===== src/rtl/irr_exec_pkg.sv =====
// Constants and types shared by the increment, rotate and return executor.
package irr_exec_pkg;
  localparam int IW = 14;
  localparam int DW = 8;
  localparam int AW = 7;
  localparam int PCW = 13;
  localparam int SD = 8;
  localparam int SPW = 3;
  localparam logic [5:0] INCREMENT_FILE_OP = 6'h0a;
  localparam logic [5:0] INCREMENT_SKIP_ZERO_OP = 6'h0f;
  localparam logic [5:0] ROTATE_LEFT_CARRY_OP = 6'h0d;
  localparam logic [3:0] RETURN_WITH_LITERAL_OP = 4'hd;
  localparam logic [IW-1:0] OP_RETURN = 14'h0008;
  localparam int DBIT = 7;
  localparam logic [DW-1:0] ONE = 8'h01;
  localparam logic [DW-1:0] ZERO = 8'h00;
  localparam logic [PCW-1:0] PC_RST = 13'h0000;
  localparam logic [PCW-1:0] PC_ONE = 13'h0001;

  typedef enum logic [1:0] {
    ST_EXEC  = 2'b00,
    ST_FLUSH = 2'b01
  } exec_state_t;

  typedef struct packed {
    logic          we;
    logic [AW-1:0] addr;
    logic [DW-1:0] data;
  } file_wr_t;

  typedef struct packed {
    logic zero;
    logic carry;
  } flags_t;
endpackage : irr_exec_pkg


===== src/rtl/irr_file_ram.sv =====
// Data register file with registered read data.
`timescale 1ns/1ns
module irr_file_ram
  import irr_exec_pkg::*;
(
  // Clock
  input  wire logic            sys_clk,
  // Ports
  input  wire logic [AW-1:0]   raddr,
  output logic      [DW-1:0]   rdata,
  input  wire file_wr_t        wr
);
  logic [DW-1:0] mem [0:(1<<AW)-1];

  always_ff @(posedge sys_clk) begin
    if (wr.we) begin
      mem[wr.addr] <= wr.data;
    end
    rdata <= mem[raddr];
  end
endmodule : irr_file_ram


===== src/rtl/irr_exec.sv =====
// Executor for increment, increment-skip, rotate-left and return words.
`timescale 1ns/1ns
module irr_exec
  import irr_exec_pkg::*;
(
  // Clock and reset
  input  wire logic            sys_clk,
  input  wire logic            rstn,
  // Fetched instruction
  input  wire logic [IW-1:0]   instr,
  input  wire logic            instr_valid,
  // Return address push from the call path
  input  wire logic            push,
  input  wire logic [PCW-1:0]  push_addr,
  // Core state
  output logic      [PCW-1:0]  pc_q,
  output logic      [DW-1:0]   w_q,
  output flags_t               flags_q,
  output logic                 busy_q,
  output logic                 stack_top_valid_q
);
  // The file read is registered, so each instruction other than a return is held one cycle in
  // a read phase before it executes; the fetch side must hold instr while
  // busy_q is high.
  exec_state_t              state_q, state_d;
  logic        [DW-1:0]     w_d;
  flags_t                   flags_d;
  logic        [PCW-1:0]    pc_d;
  logic        [PCW-1:0]    stack_q [SD];
  logic        [PCW-1:0]    stack_d [SD];
  logic        [SPW-1:0]    sp_q, sp_d;
  logic                     phase_q, phase_d;
  logic                     busy_d;
  logic                     stv_d;
  logic        [DW-1:0]     rdata;
  file_wr_t                 wr;
  logic        [PCW-1:0]    stack_top;

  function automatic logic [5:0] op6(input logic [IW-1:0] i);
    return i[IW-1:IW-6];
  endfunction : op6

  function automatic logic is_ret(input logic [IW-1:0] i);
    return (i == OP_RETURN) || (i[IW-1:IW-4] == RETURN_WITH_LITERAL_OP);
  endfunction : is_ret

  irr_file_ram u_ram (
    .sys_clk (sys_clk),
    .raddr   (instr[AW-1:0]),
    .rdata   (rdata),
    .wr      (wr)
  );

  assign stack_top = stack_q[SPW'(sp_q - SPW'(1))];

  always_comb begin
    logic [DW-1:0] res;
    logic          wb;
    res      = rdata + ONE;
    wb       = 1'b0;
    state_d  = state_q;
    w_d      = w_q;
    flags_d  = flags_q;
    pc_d     = pc_q;
    sp_d     = sp_q;
    stack_d  = stack_q;
    phase_d  = phase_q;
    busy_d   = busy_q;
    wr       = '{we: 1'b0, addr: instr[AW-1:0], data: ZERO};
    if (push) begin
      stack_d[sp_q] = push_addr;
      sp_d          = SPW'(sp_q + SPW'(1));
    end
    case (state_q)
      ST_EXEC: begin
        if (instr_valid && !phase_q && !is_ret(instr)) begin
          phase_d = 1'b1;
          busy_d  = 1'b1;
        end else if (instr_valid) begin
          phase_d = 1'b0;
          busy_d  = 1'b0;
          pc_d    = PCW'(pc_q + PC_ONE);
          if (op6(instr) == INCREMENT_FILE_OP) begin
            res          = rdata + ONE;
            flags_d.zero = (res == ZERO);
            wb           = 1'b1;
          end else if (op6(instr) == INCREMENT_SKIP_ZERO_OP) begin
            res = rdata + ONE;
            wb  = 1'b1;
            if (res == ZERO) begin
              state_d = ST_FLUSH;
              busy_d  = 1'b1;
            end
          end else if (op6(instr) == ROTATE_LEFT_CARRY_OP) begin
            res           = {rdata[DW-2:0], flags_q.carry};
            flags_d.carry = rdata[DW-1];
            wb            = 1'b1;
          end else if (is_ret(instr)) begin
            if (instr[IW-1:IW-4] == RETURN_WITH_LITERAL_OP) begin
              w_d = instr[DW-1:0];
            end
            pc_d    = stack_top;
            sp_d    = SPW'(sp_q - SPW'(1));
            state_d = ST_FLUSH;
            busy_d  = 1'b1;
          end
          if (wb) begin
            if (instr[DBIT]) begin
              wr.we   = 1'b1;
              wr.data = res;
            end else begin
              w_d = res;
            end
          end
        end
      end
      ST_FLUSH: begin
        // The discarded word is executed as a no-operation.
        state_d = ST_EXEC;
        busy_d  = 1'b0;
        // A skip steps past the discarded word; a return keeps its target.
        pc_d = (busy_q && !is_ret(instr)) ? PCW'(pc_q + PC_ONE) : pc_q;
      end
      default: begin
        state_d = ST_EXEC;
      end
    endcase
    stv_d = (sp_d != SPW'(0));
  end

  always_ff @(posedge sys_clk or negedge rstn) begin
    if (!rstn) begin
      state_q           <= ST_EXEC;
      w_q               <= ZERO;
      flags_q           <= '0;
      pc_q              <= PC_RST;
      sp_q              <= '0;
      phase_q           <= 1'b0;
      busy_q            <= 1'b0;
      stack_top_valid_q <= 1'b0;
      for (int i = 0; i < SD; i++) begin
        stack_q[i] <= PC_RST;
      end
    end else begin
      state_q           <= state_d;
      w_q               <= w_d;
      flags_q           <= flags_d;
      pc_q              <= pc_d;
      sp_q              <= sp_d;
      phase_q           <= phase_d;
      busy_q            <= busy_d;
      stack_top_valid_q <= stv_d;
      stack_q           <= stack_d;
    end
  end
endmodule : irr_exec


===== config.mk =====
export PLATFORM = sky130hd
export DESIGN_NAME = irr_exec
export DESIGN_NICKNAME = d
export VERILOG_FILES = /design/src/rtl/irr_exec_pkg.sv /design/src/rtl/irr_file_ram.sv /design/src/rtl/irr_exec.sv
export SDC_FILE = /design/constraint.sdc
export NUM_CORES = 1
export LEC_CHECK = 0
export BUFFER_PORTS_ARGS = -buffer_cell sky130_fd_sc_hd__buf_4
export CAP_MARGIN = 20
export CORE_ASPECT_RATIO = 0.7
export CORE_MARGIN = 2
export CORE_UTILIZATION = 50
export DETAILED_ROUTE_END_ITERATION = 6
export HOLD_SLACK_MARGIN = 0.05
export PLACE_DENSITY = 0.74
export SLEW_MARGIN = 10
export SYNTH_ARGS = -nofsm -noshare
export SYNTH_HDL_FRONTEND = slang
export SYNTH_SLANG_ARGS = --single-unit

===== constraint.sdc =====
create_clock -name sys_clk -period 9.4 [get_ports sys_clk]
set_input_delay 0.47 -clock sys_clk [delete_from_list [all_inputs] [get_ports sys_clk]]
set_output_delay 0.47 -clock sys_clk [all_outputs]
set_load 0.02 [all_outputs]

==> flow_summary.toml <==
[grt]
grt_max_degree = 112
grt_use_total_pct = 28.2
grt_pass1_wl_um = 195000
first_global_vias = 27182
grtUsageMet1_pct = 39.6
grt.busiest_layer = "met1"
grt_use_met3_pct = 13.6
overflow = 0
met2_usage_pct = 38.3
antenna_found_initial = 6

[clocking]
root_buffer = "clkbuf_16"
cts_setup_buffers = 0
clock_latency_ns = 0.71
h-tree-depth = 3
ctsResizeCount = 0
numCtsBuffers = 102
clock_path_buffers = 3
cts_tree = "done"
clock-sinks = 1166
cts.clk_slew.worst_paths_ns = 0.07

[synth]
mappedNetlistNets = 2779
synth_ff_type = "edfxtp_1"
synth_area_leaders = "edfxtp_1 (65%), dfrtp_1 (7.1%), mux4_2 (5.3%)"
synth-edff-count = 1024
synth.distinct_cells = 87
ys_seq_area_share_pct = 72.9
synthCells = 2744
synthArstFlopShare_pct = 11.5
synth_top_area_share_pct = 65.4
synth_area_um2 = 47000
synth.ff_latch_count = 1166
yosysWarnings = 0
postSynthAreaPerCell_um2 = 17.1
yosysTopAreaCell = "edfxtp_1"

[critical_path]
crit_fanout = 22
path_class = "input pin to register"
worstPathArrival_ns = 4.54
cp-start-kind = "input pin"
r2r_slack_ns = 5.73
worst-endpoint-required_ns = 9.72
crit_path_end_kind = "register"

[placed_design]
dpl.cell_count = 3929
dp_hpwl_um = 83400
io_buffers = 55
gp_congestion = 1.02

[power]
power_leakage_nw = 19.2
power.density_nw_per_um2 = 227
ir_drop_uv = 228
finalPower_mw = 11.9

[sta]
maxSlewHeadroom_pct = 20.4
post-route-period-util_pct = 44.9
finalSetupViolations = 0
worst_pin_slew_ns = 1.18
hold_violations = 0
fin_crit_ns = 4.22
finalClockSkew_ns = 0.0517
rsz0062_at_grt = "false"
whs_ns = 0.0971
fmax_mhz = 237
finalMaxSlewViolations = 0
finalSetupTns_ns = 0

[finish]
final_common_cell = "edfxtp_1"
layout_common_cells = "edfxtp_1 (1024), mux2_2 (191), nor2_1 (187)"
drive_above_1_share_pct = 21.6
final_cells = 4134
nFillCells = 6879
regArea_um2 = 34300
fin_nets = 2837
area_growth_pct = 11.2
multi_input_area_um2 = 11900

[route]
firstDrtPassIters = 6
drt-wirelength-per-cell_um = 33.1
drc = 0
viasPerCell = 6.86
drt-initial-drc-count = 5468
num_vias = 28342
totalWireLength_um = 137000
ant_nets = 0

[min_path]
hp-class = "input pin to register"

[outcome]
outcome = "finished clean"

[floorplanning]
dieArea_um2 = 96500
rows = 94
fp.dieH_um = 261
start_util_pct = 50.3
io_pins = 56
dieWidth_um = 370
core_um2 = 93500

[run]
max_cap_viol_count = 0
==> kinds of logic after synthesis <==
group           Yosys count  share of synthesized area [%]
flops                  1166                           72.9
buf+inv                 197                           2.17
compound gates          511                           8.06
mux                     408                           12.2
fa+ha+maj                 4                          0.106
xor+xnor                  5                         0.0932
simple gates            453                           4.48
==> path summary, 6_finish.rpt <==
kind | startpoint | endpoint | cells after the start
min in group asynchronous | rstn | stack_q[73] | 2
hold reg to reg | w_q[4] | w_q[4] | 1
hold / removal | instr[7] | w_q[7] | 3
max in group asynchronous | rstn | stack_q[27] | 4
setup reg to reg | state_q[0] | u_ram.mem[100][5] | 4
setup / recovery | instr[2] | u_ram.mem[100][5] | 9
==> routing by layer <==
metal / part of all wire [%] / wire length, µm
met1: 37 / 50600
met2: 41 / 56500
met3: 18 / 24200
met4: 3.9 / 5310
met5: 0.053 / 72
==> state kept, by name, indices dropped and copies added (netlist names) <==
register           cells
pc_q                  13
u_ram.mem           1024
busy_q                 1
sp_q                   3
state_q                1
stack_top_valid_q      1
stack_q              104
flags_q                2
w_q                    8
phase_q                1
u_ram.rdata            8
==> stage by stage <==
step | util, % | setup slack (ns) | cell area [µm²]
after CTS | 55.8 | 5.33 | 52200
after global routing | 55.9 | 5.14 | 52200
final | 55.9 | 5.18 | 52200
after floorplan | - | 1.70 | 47000
after global placement | 52.0 | 4.40 | 48700
after detailed placement | 52.1 | 4.61 | 48700
==> worst max-delay path: stages <==
cell      delay (ns)
buf_6           0.16
buf_4           0.26
nor3_2          0.22
buf_4           0.32
nand4_2         0.27
nand2_1         0.27
o2111a_1        0.52
nand3_2         0.98
nor2_1          1.01
==> final cells by class <==
cell class / instances / share of cell area, %
flip-flops and latches: 1166 / 65.6
multi-input cells: 1381 / 22.7
clock buffers: 130 / 5.23
well taps: 1248 / 2.99
repair buffers: 138 / 2.22
clock inverters: 56 / 1.16
inverters: 13 / 0.0934
diodes: 2 / 0.00958
==> cell usage after synthesis (all sizes together) (5+ instances only) <==
cell type / number
o221ai: 10
a22oi: 89
mux2: 193
a221o: 20
dfrtp: 134
nor2: 195
o2111ai: 5
edfxtp: 1024
mux4: 111
nand2: 116
o2111a: 6
and3: 7
a221oi: 103
and2: 10
a21oi: 69
nand2b: 11
o211ai: 8
a31oi: 12
buf: 127
a22o: 19
inv: 13
o2bb2ai: 8
a211oi: 9
a32oi: 5
o22a: 7
o21ai: 61
o22ai: 36
nor2b: 10
a21o: 5
or3: 5
nand4: 13
dfxtp: 8
a222oi: 5
nand3: 30
clkbuf: 57
a311oi: 5
nor3: 14
mux2i: 104
nor4: 10
==> repair_timing <==
item                                   4_1_cts  5_1_grt
endpoints found under the hold margin      136        0
hold buffers                                15        0
setup endpoints to repair                    0        0
==> power breakdown <==
| group | switching (mW) | total [mW] | internal, mW |
|---|---|---|---|
| sequential | 0.187 | 6.03 | 5.84 |
| combinational | 0.845 | 1.57 | 0.728 |
| clock | 1.90 | 4.27 | 2.37 |
No activity file was read; power rests on OpenSTA's default activity.
